**config.mk**
```make
export PLATFORM = sky130hd
export DESIGN_NAME = flash_pin_logic
export DESIGN_NICKNAME = d
export VERILOG_FILES = /design/src/core/flash_pin_pkg.sv /design/src/core/flash_pin_logic.sv
export VERILOG_INCLUDE_DIRS = /design/src /design/src/core
export SDC_FILE = /design/constraint.sdc
export NUM_CORES = 1
export LEC_CHECK = 0
export ABC_AREA = 1
export BUFFER_PORTS_ARGS = -buffer_cell sky130_fd_sc_hd__buf_2
export CAP_MARGIN = 30
export CORE_MARGIN = 5
export CORE_UTILIZATION = 50
export CTS_CLUSTER_DIAMETER = 80
export CTS_CLUSTER_SIZE = 24
export DETAILED_ROUTE_END_ITERATION = 10
export PLACE_DENSITY = 0.7
export SYNTH_ARGS = -nofsm -noshare
export SYNTH_HDL_FRONTEND = slang
export SYNTH_SLANG_ARGS = --single-unit
```
**constraint.sdc**
```tcl
create_clock -name clk -period 1.9 [get_ports clk]
set_input_delay 0.38 -clock clk [delete_from_list [all_inputs] [get_ports clk]]
set_output_delay 0.38 -clock clk [all_outputs]
set_load 0.005 [all_outputs]
```
**src/core/flash_pin_consts.svh**
```systemverilog
// constants for the serial flash pin logic
`ifndef FLASH_PIN_CONSTS_SVH
`define FLASH_PIN_CONSTS_SVH
// ==========================================================
// widths, counts and reset values
`define FP_BYTE_BITS 4'h8
`define FP_CNT_RST 4'h0
`define FP_W_SINGLE 4'h1
`define FP_W_DUAL 4'h2
`define FP_W_QUAD 4'h4
`define FP_LANES_OFF 4'h0
`define FP_OE_SINGLE 4'h2
`define FP_OE_DUAL 4'h3
`define FP_OE_QUAD 4'hf
// sync chains wake up deselected, clock low, upper lanes at their pull-up level
`define FP_SYNC_RST 6'h32
`define FP_BYTE_RST 8'h00
`define FP_WP_RST 1'h0
`endif

```
**src/core/flash_pin_pkg.sv**
```systemverilog
// types shared by the serial flash pin logic
package flash_pin_pkg;
  // ==========================================================
  // lane usage of the command phase under way
  typedef enum logic [2:0] {
    MODE_SINGLE_IN,
    MODE_SINGLE_OUT,
    MODE_DUAL_IN,
    MODE_QUAD_IN,
    MODE_DUAL_OUT,
    MODE_QUAD_OUT
  } lane_mode_t;
  // link state
  typedef enum logic [1:0] {ST_IDLE, ST_ACTIVE, ST_PAUSED} link_state_t;
  // one byte with its strobe
  typedef struct packed {
    logic valid;
    logic [7:0] data;
  } byte_word_t;
endpackage

```
**src/core/flash_pin_logic.sv**
```systemverilog
// pin-level serial lane logic of a quad-lane serial flash
`timescale 1ns/1ps
`default_nettype none
`include "flash_pin_consts.svh"

// ==========================================================
// two-entry buffer, flip-flop storage addressed by index
module byte_buf #(
  parameter int WIDTH = 8,
  parameter int DEPTH = 2
) (
  input wire logic clk, // core clock
  input wire logic rstn, // async reset, low
  input wire logic in_valid, // write strobe
  output logic in_ready, // room left
  input wire logic [WIDTH-1:0] in_data, // word in
  output logic out_valid, // word held
  input wire logic out_ready, // reader takes
  output logic [WIDTH-1:0] out_data // oldest word
);
  localparam int AW = (DEPTH > 1) ? $clog2(DEPTH) : 1;
  logic [WIDTH-1:0] mem_q [DEPTH];
  logic [AW-1:0] wr_q, rd_q;
  logic [AW:0] cnt_q;
  logic push, pop;
  assign in_ready = (cnt_q != (AW+1)'(DEPTH));
  assign out_valid = (cnt_q != '0);
  assign out_data = mem_q[rd_q];
  assign push = in_valid && in_ready;
  assign pop = out_valid && out_ready;
  // storage written only on push, so no reset is needed on the data
  always_ff @(posedge clk) begin
    if (push) begin
      mem_q[wr_q] <= in_data;
    end
  end
  // pointers wrap at depth
  always_ff @(posedge clk or negedge rstn) begin
    if (!rstn) begin
      wr_q <= '0;
      rd_q <= '0;
      cnt_q <= '0;
    end else begin
      if (push) begin
        wr_q <= (wr_q == AW'(DEPTH - 1)) ? '0 : wr_q + 1'b1;
      end
      if (pop) begin
        rd_q <= (rd_q == AW'(DEPTH - 1)) ? '0 : rd_q + 1'b1;
      end
      cnt_q <= cnt_q + (AW+1)'(push) - (AW+1)'(pop);
    end
  end
endmodule // byte_buf

// ==========================================================
module flash_pin_logic (
  input wire logic clk, // 40 MHz core clock
  input wire logic rstn, // async reset, low
  input wire logic sck, // serial clock pin
  input wire logic cs_n, // select pin, low active
  input wire logic data_lane_zero_in, // lane zero pin level
  output logic data_lane_zero_out, // lane zero drive value
  output logic data_lane_zero_oe, // lane zero drive enable
  input wire logic data_lane_one_in, // lane one pin level
  output logic data_lane_one_out, // lane one drive value
  output logic data_lane_one_oe, // lane one drive enable
  input wire logic data_lane_two_in, // lane two / write-protect pin
  output logic data_lane_two_out, // lane two drive value
  output logic data_lane_two_oe, // lane two drive enable
  input wire logic data_lane_three_in, // lane three / pause pin
  output logic data_lane_three_out, // lane three drive value
  output logic data_lane_three_oe, // lane three drive enable
  input wire flash_pin_pkg::lane_mode_t lane_mode, // current phase, from core
  input wire logic quad_lanes_enable, // configuration bit
  input wire logic busy_internal, // self-timed cycle running
  input wire flash_pin_pkg::byte_word_t tx_word, // byte to send
  output logic tx_ready, // buffer has room
  output flash_pin_pkg::byte_word_t rx_word, // received byte, pulse
  output logic frame_start, // select fell, pulse
  output logic frame_end, // select rose, pulse
  output logic write_protect_n, // locking control, low locks
  output logic standby // idle and not busy
);
  // ==========================================================
  // pin synchronisers: {lane3, lane2, lane1, lane0, cs_n, sck}
  logic [5:0] s1_q, s2_q;
  logic sck_prev_q;
  always_ff @(posedge clk or negedge rstn) begin
    if (!rstn) begin
      s1_q <= `FP_SYNC_RST;
      s2_q <= `FP_SYNC_RST;
    end else begin
      s1_q <= {data_lane_three_in, data_lane_two_in, data_lane_one_in, data_lane_zero_in, cs_n, sck};
      s2_q <= s1_q;
    end
  end
  logic sck_s, sel, pause_req;
  logic [3:0] lanes_s;
  assign sck_s = s2_q[0];
  assign sel = ~s2_q[1];
  assign lanes_s = s2_q[5:2];
  // pause pin is a control only without quad enable
  assign pause_req = !quad_lanes_enable && !lanes_s[3];

  // ==========================================================
  // effective mode: quad phases fall back when upper lanes are controls
  flash_pin_pkg::lane_mode_t mode;
  always_comb begin
    mode = lane_mode;
    if (!quad_lanes_enable && (lane_mode == flash_pin_pkg::MODE_QUAD_IN)) begin
      mode = flash_pin_pkg::MODE_SINGLE_IN;
    end
    if (!quad_lanes_enable && (lane_mode == flash_pin_pkg::MODE_QUAD_OUT)) begin
      mode = flash_pin_pkg::MODE_SINGLE_OUT;
    end
  end
  logic [3:0] width, oe_mode;
  logic out_phase;
  always_comb begin
    unique case (mode)
      flash_pin_pkg::MODE_DUAL_IN, flash_pin_pkg::MODE_DUAL_OUT: width = `FP_W_DUAL;
      flash_pin_pkg::MODE_QUAD_IN, flash_pin_pkg::MODE_QUAD_OUT: width = `FP_W_QUAD;
      default: width = `FP_W_SINGLE;
    endcase
    unique case (mode)
      flash_pin_pkg::MODE_SINGLE_OUT: oe_mode = `FP_OE_SINGLE;
      flash_pin_pkg::MODE_DUAL_OUT: oe_mode = `FP_OE_DUAL;
      flash_pin_pkg::MODE_QUAD_OUT: oe_mode = `FP_OE_QUAD;
      default: oe_mode = `FP_LANES_OFF;
    endcase
  end
  assign out_phase = (oe_mode != `FP_LANES_OFF);

  // ==========================================================
  // link state: frames and pause
  flash_pin_pkg::link_state_t state_q;
  always_ff @(posedge clk or negedge rstn) begin
    if (!rstn) begin
      state_q <= flash_pin_pkg::ST_IDLE;
    end else begin
      unique case (state_q)
        flash_pin_pkg::ST_IDLE: if (sel) state_q <= flash_pin_pkg::ST_ACTIVE;
        flash_pin_pkg::ST_ACTIVE: begin
          if (!sel) begin
            state_q <= flash_pin_pkg::ST_IDLE;
          end else if (pause_req && !sck_s) begin
            state_q <= flash_pin_pkg::ST_PAUSED;
          end
        end
        // pause does not deselect; counters are left as they stand
        flash_pin_pkg::ST_PAUSED: begin
          if (!sel) begin
            state_q <= flash_pin_pkg::ST_IDLE;
          end else if (!pause_req) begin
            state_q <= flash_pin_pkg::ST_ACTIVE;
          end
        end
      endcase
    end
  end
  logic active, rise, fall;
  assign active = (state_q == flash_pin_pkg::ST_ACTIVE) && sel;
  // prev tracks through pause, so release never fakes an edge
  always_ff @(posedge clk or negedge rstn) begin
    if (!rstn) begin
      sck_prev_q <= 1'b0;
    end else begin
      sck_prev_q <= sck_s;
    end
  end
  assign rise = active && sck_s && !sck_prev_q;
  assign fall = active && !sck_s && sck_prev_q;
  assign frame_start = (state_q == flash_pin_pkg::ST_IDLE) && sel;
  assign frame_end = (state_q != flash_pin_pkg::ST_IDLE) && !sel;
  // busy is passed through untouched by pause
  assign standby = (state_q == flash_pin_pkg::ST_IDLE) && !busy_internal;

  // ==========================================================
  // receive shifter, msb first
  logic [7:0] rx_sh_q, rx_next;
  logic [3:0] rx_cnt_q, rx_cnt_n;
  always_comb begin
    unique case (width)
      `FP_W_DUAL: rx_next = {rx_sh_q[5:0], lanes_s[1:0]};
      `FP_W_QUAD: rx_next = {rx_sh_q[3:0], lanes_s[3:0]};
      default: rx_next = {rx_sh_q[6:0], lanes_s[0]};
    endcase
  end
  assign rx_cnt_n = rx_cnt_q + width;
  always_ff @(posedge clk or negedge rstn) begin
    if (!rstn) begin
      rx_sh_q <= `FP_BYTE_RST;
      rx_cnt_q <= `FP_CNT_RST;
      rx_word <= '0;
    end else begin
      rx_word.valid <= 1'b0;
      if (frame_start) begin
        rx_cnt_q <= `FP_CNT_RST;
      end else if (rise) begin
        rx_sh_q <= rx_next;
        rx_cnt_q <= (rx_cnt_n == `FP_BYTE_BITS) ? `FP_CNT_RST : rx_cnt_n;
        if (rx_cnt_n == `FP_BYTE_BITS) begin
          rx_word.valid <= 1'b1;
          rx_word.data <= rx_next;
        end
      end
    end
  end

  // ==========================================================
  // transmit path: buffer keeps bytes while the shifter is busy
  logic buf_valid, buf_pop;
  logic [7:0] buf_data;
  logic [7:0] tx_sh_q, tx_src;
  logic [3:0] tx_cnt_q, dout_q;
  byte_buf #(.WIDTH(8), .DEPTH(2)) u_tx_buf (
    .clk(clk),
    .rstn(rstn),
    .in_valid(tx_word.valid),
    .in_ready(tx_ready),
    .in_data(tx_word.data),
    .out_valid(buf_valid),
    .out_ready(buf_pop),
    .out_data(buf_data)
  );
  assign buf_pop = fall && out_phase && (tx_cnt_q == `FP_CNT_RST);
  assign tx_src = (tx_cnt_q == `FP_CNT_RST) ? buf_data : tx_sh_q;
  // underrun holds the lanes at their last value
  always_ff @(posedge clk or negedge rstn) begin
    if (!rstn) begin
      tx_sh_q <= `FP_BYTE_RST;
      tx_cnt_q <= `FP_CNT_RST;
      dout_q <= `FP_LANES_OFF;
    end else if (frame_start) begin
      tx_cnt_q <= `FP_CNT_RST;
    end else if (fall && out_phase && (buf_valid || (tx_cnt_q != `FP_CNT_RST))) begin
      unique case (width)
        `FP_W_DUAL: begin
          dout_q <= {2'h0, tx_src[7:6]};
          tx_sh_q <= {tx_src[5:0], 2'h0};
        end
        `FP_W_QUAD: begin
          dout_q <= tx_src[7:4];
          tx_sh_q <= {tx_src[3:0], 4'h0};
        end
        default: begin
          dout_q <= {2'h0, tx_src[7], 1'b0};
          tx_sh_q <= {tx_src[6:0], 1'b0};
        end
      endcase
      tx_cnt_q <= ((tx_cnt_q == `FP_CNT_RST) ? `FP_BYTE_BITS : tx_cnt_q) - width;
    end
  end
  // drive only while selected, running and in an output phase
  logic [3:0] oe;
  assign oe = (active && out_phase) ? oe_mode : `FP_LANES_OFF;
  assign {data_lane_three_oe, data_lane_two_oe, data_lane_one_oe, data_lane_zero_oe} = oe;
  assign {data_lane_three_out, data_lane_two_out, data_lane_one_out, data_lane_zero_out} = dout_q;

  // ==========================================================
  // write-protect level held while lane two carries data
  always_ff @(posedge clk or negedge rstn) begin
    if (!rstn) begin
      write_protect_n <= `FP_WP_RST;
    end else if (!quad_lanes_enable) begin
      write_protect_n <= lanes_s[2];
    end
  end
endmodule // flash_pin_logic
`default_nettype wire

```
==> key figures, run 1 <==
Yosys
  • Synth warn: 0
  • Post-synth ARST share: 77.5%
  • Primary FF master, synth: dfrtp_1
  • Post-synthesis cell count: 407
  • Synth area leaders: dfrtp_1 35%, nand2_1 15%, edfxtp_1 14%
  • Count leader, synth: nand2_1
  • Sequential area share after synthesis: 53.4%
  • Post-synth EDFFs: 16
  • Unique masters post-synth: 33
  • Yosys top cell area share: 35.1%
  • Area leader, netlist: dfrtp_1
  • Syn_area_per_cell: 8.58 sq um
  • Syn nets: 442
  • Mapped Area: 3490 sq um
  • Synth Register Bits: 71
  • Synth cell count leaders: 138 x nand2_1, 54 x inv_1, 49 x dfrtp_1

Drt
  • DRT Wirelength: 6890 um
  • Post-route ant nets: 0
  • Vias after detailed routing: 2820
  • Initial DRT Pass Iterations: 4
  • WL/cell: 11.8 um
  • DRC: 0
  • DRT iter0 DRCs: 95
  • Detailed-route vias per instance: 4.83

Power and ir drop
  • Static Leak: 2.29 nW
  • Sw frac: 34.7%
  • Combinational Power Share: 34.5%
  • Sw Pwr: 1.87 mW
  • Tot Pwr: 5.39 mW
  • Reg power frac: 40.2%
  • Clock power frac: 25.3%
  • VDD IR max: 0.725 mV
  • Pint: 3.52 mW
  • PD cells: 1220 nW/um^2

Layout
  • Filler cell count: 586
  • Layout cell share with drive strength beyond 1: 28.5%
  • Nets: 518
  • Register area: 1860 sq um
  • Ant. Diodes: 0
  • Multi-input logic area: 1470 sq um
  • Final Cell Area: 4420 sq um
  • Non-Filler Instances: 584
  • Final Core Density: 65.1%
  • Area Overhead vs Synth: 26.7%

Die
  • Num rows: 30
  • Starting density of the core: 51.4%
  • Die width: 93.6 um
  • IO Pins: 44
  • Core Area: 6790 sq um
  • Die height: 93.6 um
  • Area of the die: 8750 sq um

STA
  • Setup ws final: -0.152 ns
  • Worst Skew: 0.00556 ns
  • Worst hold slack: 0.0342 ns
  • Crit share post-route: 108%
  • Slew Viols, Final: 0
  • RSZ-0062 raised after global routing: yes
  • Fmax: 487 MHz
  • Worst Tran Pin Value: 0.339 ns
  • Rel. slew slack: 77.2%
  • Final hold vios: 0
  • Setup TNS: -1.18 ns
  • Fin crit period: 2.05 ns
  • Setup violators final: 10

Setup path
  • Worst setup SP type: input pin
  • Worst Reg-to-Reg Cells: 9
  • Crit path buffers/inverters: 5
  • RR Startpoint: rx_cnt_q[0]$_DFFE_PN0P_
  • Critical path class: in2reg
  • Max stage delay cell, worst path: fa_2
  • Setup crit end kind: flop
  • FF-to-FF End: rx_word[5]$_DFFE_PN0P_
  • Worst-path fanout max: 6
  • Setup slack, reg-to-reg: 0.04 ns
  • Worst path top cell family by delay: simple AND/OR/NAND/NOR gates
  • WP data required: 2.12 ns
  • CP max stage delay: 0.55 ns
  • WP data arrival: 2.28 ns
  • CP Cell Sequence: buf_8 > inv_8 > nor2_4 > inv_2 > nand2_4 > nand3_4 > ha_4 > nor2_4 > inv_2 > fa_2 > nand2_2 > nor2b_1 > buf_4 > nand3_4 > nand2_2 > nand2_1

CTS
  • Clock transition at path regs: 0.07 ns
  • Clock Tree Buf Depth: 2
  • CTS tree: built
  • CTS Buf Count: 9
  • Root buffer cell: clkbuf_8
  • Clk sinks: 71
  • Worst-Skew Late Latency: 0.33 ns
  • Count of hold-fix buffers inserted at cts: 0
  • H-tree levels: 3

Global routing
  • Met3 Usage GRT: 3.46%
  • Pin count of the biggest net entering global routing: 56
  • Global routing usage on met2: 29.8%
  • Initial antenna violation count: 0
  • GRT Max-Usage Layer: met2
  • Number of global-route vias before repair: 2779
  • Total GRT Usage: 17.2%
  • Met1 Usage GRT: 21.0%
  • Global-route wire length before repair: 12100 um
  • GRT Residual Overflow: 0

Min path
  • Hold crit path type: in2async

Place
  • DP Wirelength: 5070 um
  • Gp weighted congestion: 0.842
  • Placed Cells: 562
  • Placement Cell Area: 4060 sq um
  • Pre-CTS worst setup slack: -0.606 ns
  • IO Port Bufs: 43

Run status
  • Failing checks: negative setup slack
  • Status: finished, violations left

Job
  • Max-Cap Viols: 0
[final cells by class]
| class | instances | share of cell area [%] |
|---|---|---|
| well taps | 96 | 2.72 |
| repair buffers | 78 | 11.6 |
| inverters | 57 | 5.01 |
| clock inverters | 5 | 1.78 |
| multi-input cells | 266 | 33.3 |
| flip-flops and latches | 71 | 42.2 |
| clock buffers | 11 | 3.45 |
[how the worst max path moves through the flow]
| stage | from | end | slack (ns) | cells after the start |
|---|---|---|---|---|
| 4_1_cts | lane_mode[2] | rx_word[0]$_DFFE_PN0P_ | -0.17 | 16 |
| 3_3_place_gp | lane_mode[2] | rx_word[2]$_DFFE_PN0P_ | -0.53 | 16 |
| 2_1_floorplan | lane_mode[2] | rx_word[0]$_DFFE_PN0P_ | -0.37 | 15 |
| 6_report | lane_mode[2] | rx_word[5]$_DFFE_PN0P_ | -0.15 | 16 |
| 5_1_grt | lane_mode[2] | rx_word[5]$_DFFE_PN0P_ | -0.26 | 16 |
| 3_5_place_dp | lane_mode[2] | rx_word[0]$_DFFE_PN0P_ | -0.61 | 16 |
[layout by cell type, fill, tap and decap left out, drive strengths merged]
| cell type | netlist | layout |
|---|---|---|
| xnor2 | 3 | 3 |
| a22oi | 1 | 1 |
| o21bai | 1 | 1 |
| a21oi | 2 | 2 |
| mux2 | 1 | 1 |
| fa | 2 | 2 |
| clkbuf | 4 | 11 |
| buf | 10 | 78 |
| dfstp | 6 | 6 |
| edfxtp | 16 | 16 |
| nor2b | 1 | 1 |
| nand3 | 46 | 47 |
| inv | 57 | 57 |
| o21ai | 14 | 14 |
| nand4 | 9 | 9 |
| xor2 | 2 | 2 |
| nor3 | 3 | 3 |
| o211ai | 2 | 2 |
| nor2 | 25 | 25 |
| nand2 | 139 | 139 |
| dfrtp | 49 | 49 |
| bufinv | 0 | 2 |
| a31oi | 1 | 1 |
| ha | 11 | 11 |
| o22ai | 2 | 2 |
| clkinv | 0 | 3 |
[routing by layer]
metal,wire length (um),vias to the layer above
li1,-,1445
met1,2950,1321
met2,3550,48
met3,339,6
met4,48,0
met5,0,-
[sequential cells by signal, summed over array words and instances, names as in the netlist]
| signal | cells |
|---|---|
| s2_q | 6 |
| dout_q | 4 |
| rx_sh_q | 7 |
| s1_q | 6 |
| sck_prev_q | 1 |
| u_tx_buf.mem_q | 16 |
| rx_cnt_q | 4 |
| rx_word | 9 |
| write_protect_n | 1 |
| u_tx_buf.wr_q | 1 |
| u_tx_buf.cnt_q | 2 |
| tx_sh_q | 7 |
| tx_cnt_q | 4 |
| u_tx_buf.rd_q | 1 |
| state_q | 2 |
[power by group through the flow]
stage	combinational, mW	sequential, mW	clock (mW)
2_1_floorplan	1.26	2.12	0
3_5_place_dp	1.74	2.19	0
5_1_grt	2.16	2.22	1.45
6_report	1.86	2.17	1.36
3_3_place_gp	1.69	2.17	0
4_1_cts	1.82	2.16	1.39
[worst reg2reg max path: cells and delay by family (launching register included)]
kind / cells / cell delay [ns]
and+or+nand+nor: 5 / 0.41
adders and majority gates: 2 / 0.70
DFF: 1 / 0.41
buffers and inverters: 2 / 0.22
[logic make-up (layout without fill, tap and decap cells)]
group / count (synthesis) / in the layout / share of synthesized area, %
buffers and inverters: 71 / 151 / 8.57
adders and majority gates: 13 / 13 / 5.09
xor gates and xnor gates: 5 / 5 / 1.25
and+or+nand+nor: 223 / 224 / 27.5
AOI/OAI and AO/OA: 23 / 23 / 3.91
DFF: 71 / 71 / 53.4
muxes: 1 / 1 / 0.323
[timing repair]
action | 4_1_cts | 5_1_grt
resized for setup | 9 | 16
buffers inserted | 4 | 2
endpoints found under the setup margin | 12 | 26
endpoints found under the hold margin | 0 | 0
pin swaps | 20 | 15
cloned | 1 | 0
No activity file was read; power rests on OpenSTA's default activity.
==> inputs of run 2 (changes only) <==
SYNTH_HIERARCHICAL = 1   (was default)
==> run 2 against run 1 <==
  * Routed wire length is 6.7% higher
  * Highest routed layer unchanged
  * First-iteration DRC count is 9.5% lower
  * Sequential share of layout area is 1.6 points lower
  * Flip-flop and latch count stayed put
  * Global-route usage is 0.48 points higher
  * The flow still finishes with violations (negative setup slack)
  * Setup slack better by 0.065 ns
  * Core utilization is 1.9 points higher
  * Non-clock buffer count is 5 higher
  * Design area is 4.0% higher
  * Clock power is 8% higher
  * Via count is 4.7% higher
==> key figures, run 2 <==
Drt
  • Post-route ant nets: 0 (unchanged)
  • DRT Wirelength: 7350 um (was 6890 um)
  • Initial DRT Pass Iterations: 4 (unchanged)
  • Vias after detailed routing: 2952 (was 2820)
  • Detailed-route vias per instance: 4.95 (was 4.83)
  • DRC: 0 (unchanged)
  • DRT iter0 DRCs: 86 (was 95)
  • WL/cell: 12.3 um (was 11.8 um)

Setup path
  • Worst setup SP type: input pin (unchanged)
  • Worst Reg-to-Reg Cells: 15 (was 9)
  • FF-to-FF End: u_tx_buf/cnt_q[1]$_DFF_PN0_ (was rx_word[5]$_DFFE_PN0P_)
  • Setup crit end kind: flop (unchanged)
  • CP Cell Sequence: buf_8 > xor2_4 > nand3_2 > ha_4 > nor2_4 > inv_2 > fa_1 > nand2_2 > nor2_4 > nand4_4 > nand2_1 > nand2_1 (was buf_8 > inv_8 > nor2_4 > inv_2 > nand2_4 > nand3_4 > ha_4 > nor2_4 > inv_2 > fa_2 > nand2_2 > nor2b_1 > buf_4 > nand3_4 > nand2_2 > nand2_1)
  • Critical path class: in2reg (unchanged)
  • Setup slack, reg-to-reg: 0.08 ns (was 0.04 ns)
  • Worst-path fanout max: 5 (was 6)
  • WP data required: 2.13 ns (was 2.12 ns)
  • RR Startpoint: state_q[1]$_DFFE_PN0P_ (was rx_cnt_q[0]$_DFFE_PN0P_)
  • Crit path buffers/inverters: 2 (was 5)
  • Worst path top cell family by delay: simple AND/OR/NAND/NOR gates (unchanged)
  • Max stage delay cell, worst path: fa_1 (was fa_2)
  • CP max stage delay: 0.52 ns (was 0.55 ns)
  • WP data arrival: 2.22 ns (was 2.28 ns)

CTS
  • Root buffer cell: clkbuf_8 (unchanged)
  • Worst-Skew Late Latency: 0.34 ns (was 0.33 ns)
  • CTS tree: built (unchanged)
  • H-tree levels: 3 (unchanged)
  • Clock transition at path regs: 0.07 ns (about the same)
  • Count of hold-fix buffers inserted at cts: 0 (unchanged)
  • Clock Tree Buf Depth: 2 (unchanged)
  • Clk sinks: 71 (unchanged)
  • CTS Buf Count: 9 (unchanged)

Layout
  • Filler cell count: 559 (was 586)
  • Commonest cells after routing, fill and taps aside: 142 x nand2_1, 48 x dfrtp_1, 41 x nand3_1, 41 x buf_2 (was 127 x nand2_1, 49 x inv_1, 49 x dfrtp_1)
  • Area Overhead vs Synth: 29.2% (was 26.7%)
  • Nets: 529 (was 518)
  • Ant. Diodes: 0 (unchanged)
  • Non-Filler Instances: 596 (was 584)
  • Register bank with the most flops: u_tx_buf/mem_q (was u_tx_buf.mem_q)
  • Final Core Density: 66.9% (was 65.1%)
  • Top Registers: u_tx_buf/mem_q (16), rx_word (9) (was u_tx_buf.mem_q (16), rx_word (9))
  • Max reg flops: 16 (unchanged)
  • Layout cell share with drive strength beyond 1: 31.0% (was 28.5%)
  • Most common cell after layout, fill and taps aside: nand2_1 (unchanged)

Global routing
  • Global-route wire length before repair: 12500 um (was 12100 um)
  • Initial antenna violation count: 0 (unchanged)
  • Pin count of the biggest net entering global routing: 56 (unchanged)
  • GRT Residual Overflow: 0 (unchanged)
  • Total GRT Usage: 17.7% (was 17.2%)
  • Number of global-route vias before repair: 2922 (was 2779)

Yosys
  • Count leader, synth: nand2_1 (unchanged)
  • Primary FF master, synth: dfrtp_1 (unchanged)
  • Sequential area share after synthesis: 52.4% (was 53.4%)
  • Simple-gate portion of the synthesized area: 32.1% (was 27.5%)
  • Area leader, netlist: dfrtp_1 (unchanged)
  • Post-synth EDFFs: 16 (unchanged)
  • Synth Register Bits: 71 (unchanged)
  • Synth Area in Adders: 4.64% (was 5.09%)
  • Compound-cell area share of the yosys netlist: 3.38% (was 3.91%)
  • Post-synth ARST share: 77.5% (unchanged)
  • Syn_area_per_cell: 8.62 sq um (was 8.58 sq um)
  • Post-synthesis mux area share: 0% (was 0.323%)
  • Yosys top cell area share: 34.5% (was 35.1%)
  • Synth cell count leaders: 148 x nand2_1, 49 x dfrtp_1, 44 x nand3_1 (was 138 x nand2_1, 54 x inv_1, 49 x dfrtp_1)
  • Mapped Area: 3560 sq um (was 3490 sq um)
  • Main combinational cell family by area after synthesis: simple AND/OR/NAND/NOR gates (unchanged)
  • Synth warn: 6 (was 0)
  • Unique masters post-synth: 33 (unchanged)
  • Synth area leaders: dfrtp_1 34%, nand2_1 16%, edfxtp_1 14% (was dfrtp_1 35%, nand2_1 15%, edfxtp_1 14%)
  • Area share of xor/xnor cells in the synthesized design: 0.738% (was 1.25%)
  • Post-synthesis cell count: 413 (was 407)
  • Syn nets: 447 (was 442)

Die
  • IO Pins: 44 (unchanged)
  • Die height: 94.4 um (was 93.6 um)
  • Die width: 94.4 um (was 93.6 um)
  • Starting density of the core: 51.8% (was 51.4%)
  • Area of the die: 8900 sq um (was 8750 sq um)
  • Core Area: 6870 sq um (was 6790 sq um)
  • Num rows: 30 (unchanged)

STA
  • Worst Skew: 0.00804 ns (was 0.00556 ns)
  • Slew Viols, Final: 0 (unchanged)
  • RSZ-0062 raised after global routing: yes (unchanged)
  • Fmax: 503 MHz (was 487 MHz)
  • Crit share post-route: 105% (was 108%)
  • Fin crit period: 1.99 ns (was 2.05 ns)
  • Setup ws final: -0.0868 ns (was -0.152 ns)
  • Setup violators final: 8 (was 10)
  • Worst Tran Pin Value: 0.450 ns (was 0.339 ns)
  • Rel. slew slack: 70.0% (was 77.2%)
  • Final hold vios: 0 (unchanged)

Job
  • Max-Cap Viols: 0 (unchanged)

Power and ir drop
  • Static Leak: 2.36 nW (was 2.29 nW)
  • PD cells: 1270 nW/um^2 (was 1220 nW/um^2)
  • VDD IR max: 0.677 mV (was 0.725 mV)

Place
  • IO Port Bufs: 43 (unchanged)
  • DP Wirelength: 5120 um (was 5070 um)
  • Placed Cells: 573 (was 562)
  • Gp weighted congestion: 0.761 (was 0.842)

Min path
  • Hold crit path type: in2async (unchanged)

Run status
  • Failing checks: negative setup slack (unchanged)
  • Status: finished, violations left (unchanged)
run 2: worst max-delay path by stage:
| stage | start | to | slack (ns) | cells past startpoint |
|---|---|---|---|---|
| floorplan | lane_mode[1] | rx_word[0]$_DFFE_PN0P_ | -0.32 | 11 |
| global placement | lane_mode[1] | rx_word[0]$_DFFE_PN0P_ | -0.39 | 12 |
| detailed placement | lane_mode[1] | rx_word[0]$_DFFE_PN0P_ | -0.46 | 13 |
| CTS | lane_mode[1] | rx_word[4]$_DFFE_PN0P_ | -0.05 | 12 |
| global route | lane_mode[1] | rx_word[0]$_DFFE_PN0P_ | -0.16 | 12 |
| finish | lane_mode[1] | rx_word[0]$_DFFE_PN0P_ | -0.09 | 12 |
run 2: what timing repair did:
| action | 4_1_cts | 5_1_grt |
|---|---|---|
| gates resized for setup | 7 | 21 |
| setup buffers | 1 | 5 |
| pin swaps | 1 | 12 |
| setup endpoints to repair | 10 | 14 |
| cloned | 1 | 0 |
run 2: worst reg2reg max path: stages (launching register included):
cell and delay, ns:
dfrtp_2 0.43, nor2_4 0.12, nand2_4 0.10, nor2_8 0.13, nand2_4 0.07, nor2_4 0.13, inv_1 0.06, nor2_2 0.11
nand2_2 0.08, nand2_2 0.07, ha_4 0.13, inv_1 0.03, nand2_1 0.06, nand2_2 0.06, nand3_1 0.08, nand2_1 0.06
run 2: cells by family (layout without fill, tap and decap cells):
| kind of cell | after synthesis | count (layout) |
|---|---|---|
| AND/OR/NAND/NOR | 248 | 249 |
| flip-flops | 71 | 71 |
| buffers and inverters | 57 | 143 |
| AO/OA/AOI/OAI | 22 | 22 |
| adder cells (fa/ha/maj) | 12 | 12 |
| XOR/XNOR | 3 | 3 |
run 2: layer usage:
metal | global-route usage (%) | up-vias | wire, um
met5 | 0 | - | 0
met4 | 8.78 | 0 | 142
met3 | 3.27 | 15 | 321
met2 | 31.0 | 77 | 3760
met1 | 20.8 | 1368 | 3130
li1 | - | 1492 | -
run 2: cell type report:
type	count	area (sq um)	share of cell area (%)
tap	96	120	2.61
clock buffer	11	141	3.07
clock inverter	5	104	2.26
multi-input combinational	286	1650	36.0
inverter	44	165	3.59
sequential	71	1870	40.6
timing repair buffer	83	548	11.9
run 2: stage by stage:
step	total power, mW	worst slack [ns]	setup TNS [ns]	cell area, sq um	hold WS, ns
final	5.86	-0.0868	-0.626	4600	0.0250
after CTS	5.71	-0.0527	-0.361	4470	0.0287
after global routing	6.31	-0.164	-1.35	4600	0.0595
after global placement	4.16	-0.392	-6.88	4180	0.333
after detailed placement	4.20	-0.459	-8.34	4180	0.335
after floorplan	3.62	-0.322	-2.96	3650	0.0844
run 2: power by group:
part	leakage, nW	internal, mW	switching (mW)
registers	0.845	1.92	0.259
clock network	0.120	0.909	0.556
logic	1.39	0.907	1.31
==> inputs of run 3 (changes only) <==
--- a/config.mk
+++ b/config.mk
@@ -17,2 +17,4 @@
 export PLACE_DENSITY = 0.7
+export SETUP_SLACK_MARGIN = 0.5
+export SLEW_MARGIN = 10
 export SYNTH_ARGS = -nofsm -noshare
--- a/constraint.sdc
+++ b/constraint.sdc
@@ -3,2 +3,2 @@
 set_output_delay 0.38 -clock clk [all_outputs]
-set_load 0.005 [all_outputs]
+set_load 0.01 [all_outputs]
==> run 3 against run 2 <==
  * The flow still finishes with violations (negative setup slack)
  * Clock skew is 0.0074 ns higher
  * Critical path type unchanged
  * Count of clock-buffer cells in the layout is 1 higher
  * Setup slack better by 0.028 ns
  * Fmax is 1.4% higher
  * Sequential power hardly changed
==> key figures, run 3 (same netlist as run 2, synthesis figures left out) <==
CTS
  • Root buffer cell: clkbuf_8 (unchanged)
  • H-tree levels: 3 (unchanged)
  • Worst-Skew Late Latency: 0.35 ns (was 0.34 ns)
  • CTS Buf Count: 9 (unchanged)
  • Clk sinks: 71 (unchanged)
  • Clock Tree Buf Depth: 2 (unchanged)
  • CTS tree: built (unchanged)
  • Clock transition at path regs: 0.08 ns (was 0.07 ns)

Setup path
  • WP data required: 2.15 ns (was 2.13 ns)
  • Worst Reg-to-Reg Cells: 16 (was 15)
  • RR Startpoint: state_q[0]$_DFFE_PN0P_ (was state_q[1]$_DFFE_PN0P_)
  • FF-to-FF End: u_tx_buf/cnt_q[1]$_DFF_PN0_ (unchanged)
  • WP data arrival: 2.21 ns (was 2.22 ns)
  • Worst-path fanout max: 4 (was 5)
  • Setup crit end kind: flop (unchanged)
  • Setup slack, reg-to-reg: 0.06 ns (was 0.08 ns)
  • Worst setup SP type: input pin (unchanged)
  • Critical path class: in2reg (unchanged)

Global routing
  • Met3 Usage GRT: 3.75% (was 3.27%)
  • GRT Residual Overflow: 0 (unchanged)
  • Total GRT Usage: 20.4% (was 17.7%)
  • Met1 Usage GRT: 22.5% (was 20.8%)
  • Pin count of the biggest net entering global routing: 25 (was 56)
  • GRT Max-Usage Layer: met2 (unchanged)
  • Global routing usage on met2: 37.1% (was 31.0%)
  • Global-route wire length before repair: 14200 um (was 12500 um)
  • Number of global-route vias before repair: 3200 (was 2922)
  • Initial antenna violation count: 0 (unchanged)

Power and ir drop
  • Tot Pwr: 6.40 mW (was 5.86 mW)
  • PD cells: 1240 nW/um^2 (was 1270 nW/um^2)
  • VDD IR max: 0.704 mV (was 0.677 mV)
  • Static Leak: 2.60 nW (was 2.36 nW)

STA
  • RSZ-0062 raised after global routing: yes (unchanged)
  • Crit share post-route: 103% (was 105%)
  • Slew Viols, Final: 0 (unchanged)
  • Final hold vios: 0 (unchanged)
  • Worst Skew: 0.0155 ns (was 0.00804 ns)
  • Rel. slew slack: 68.4% (was 70.0%)
  • Worst Tran Pin Value: 0.475 ns (was 0.450 ns)
  • Setup ws final: -0.0592 ns (was -0.0868 ns)
  • Fmax: 510 MHz (was 503 MHz)
  • Fin crit period: 1.96 ns (was 1.99 ns)
  • Setup violators final: 9 (was 8)
  • Worst hold slack: 0.129 ns (was 0.0250 ns)

Run status
  • Failing checks: negative setup slack (unchanged)
  • Status: finished, violations left (unchanged)

Die
  • Starting density of the core: 51.8% (unchanged)
  • Die height: 94.4 um (unchanged)
  • Core Area: 6870 sq um (unchanged)
  • Die width: 94.4 um (unchanged)
  • IO Pins: 44 (unchanged)
  • Area of the die: 8900 sq um (unchanged)
  • Num rows: 30 (unchanged)

Layout
  • Multi-input logic area: 1920 sq um (was 1650 sq um)
  • Register bank with the most flops: u_tx_buf/mem_q (unchanged)
  • Register area: 1870 sq um (about the same)
  • Max reg flops: 16 (unchanged)
  • Ant. Diodes: 0 (unchanged)
  • Commonest cells after routing, fill and taps aside: 130 x nand2_1, 46 x dfrtp_1, 42 x buf_4 (was 142 x nand2_1, 48 x dfrtp_1, 41 x nand3_1, 41 x buf_2)
  • Filler cell count: 467 (was 559)
  • Area Overhead vs Synth: 45.1% (was 29.2%)
  • Layout cell share with drive strength beyond 1: 43.5% (was 31.0%)
  • Most common cell after layout, fill and taps aside: nand2_1 (unchanged)
  • Non-Filler Instances: 620 (was 596)
  • Top Registers: u_tx_buf/mem_q (16), rx_word (9) (unchanged)
  • Nets: 553 (was 529)

Place
  • IO Port Bufs: 43 (unchanged)
  • DP Wirelength: 5350 um (was 5120 um)
  • Placed Cells: 570 (was 573)
  • Gp weighted congestion: 0.872 (was 0.761)

Drt
  • WL/cell: 13.8 um (was 12.3 um)
  • Initial DRT Pass Iterations: 4 (unchanged)
  • DRT Wirelength: 8530 um (was 7350 um)
  • DRC: 0 (unchanged)
  • DRT iter0 DRCs: 171 (was 86)
  • Post-route ant nets: 0 (unchanged)
  • Vias after detailed routing: 3129 (was 2952)
  • Detailed-route vias per instance: 5.05 (was 4.95)

Job
  • Max-Cap Viols: 0 (unchanged)

Min path
  • Cells on Worst Hold Path: 1
  • Worst Hold Endpoint: s1_q[1]$_DFF_PN1_
  • Hold crit path type: in2reg (was in2async)
  • Min-delay src: cs_n
==> run 3: worst max path at each step <==
stage               cells after the start          from                     end
finish                                 12  lane_mode[1]  rx_word[6]$_DFFE_PN0P_
global route                           12  lane_mode[1]  rx_word[1]$_DFFE_PN0P_
CTS                                    12  lane_mode[1]  rx_word[1]$_DFFE_PN0P_
detailed placement                     12  lane_mode[1]  rx_word[4]$_DFFE_PN0P_
global placement                       12  lane_mode[1]  rx_word[0]$_DFFE_PN0P_
floorplan                              11  lane_mode[1]  rx_word[0]$_DFFE_PN0P_
==> run 3: metrics by stage <==
stage	worst slack (ns)	setup TNS (ns)	util, %	area [sq um]
floorplan	-0.322	-2.96	-	3720
global placement	-0.396	-7.64	61.3	4210
detailed placement	-0.485	-9.20	61.3	4210
CTS	-0.0766	-0.441	71.4	4900
global route	-0.158	-1.45	75.2	5160
finish	-0.0592	-0.430	75.2	5160
==> run 3: what timing repair did <==
item,CTS,global route
hold buffers,1,0
gates cloned,2,0
setup buffers,23,8
hold endpoints to repair,11,0
pin swaps,26,30
gates resized for setup,60,50
setup endpoints to repair,44,54
==> run 3: worst max-delay path, cell delays in order <==
cell	delay, ns
buf_8	0.11
xor2_4	0.19
nand3_2	0.13
ha_4	0.20
nor2_4	0.09
inv_2	0.05
fa_1	0.51
nand2_2	0.08
nor2_4	0.15
nand4_2	0.17
nand2_1	0.10
nand2_1	0.04
==> run 3: power breakdown <==
group | switching [mW] | internal (mW) | leakage [nW]
Sequential | 0.269 | 1.92 | 0.842
Clock | 0.563 | 0.798 | 0.123
Combinational | 1.64 | 1.21 | 1.63
Total | 2.47 | 3.93 | 2.60
==> run 3: metal layers <==
| metal | vias up | share of wire (%) |
|---|---|---|
| met5 | - | 0 |
| met4 | 0 | 3.4 |
| met3 | 24 | 4.3 |
| met2 | 92 | 54 |
| met1 | 1471 | 38 |
| li1 | 1542 | - |
==> run 3: final cells by class <==
cell class                      count  share of cell area, %
Timing Repair Buffer              106                   16.4
Inverter                           44                   3.34
Tap cell                           96                   2.33
Sequential cell                    71                   36.2
Clock inverter                      4                  0.897
Multi-Input combinational cell    287                   37.3
Clock buffer                       12                   3.64
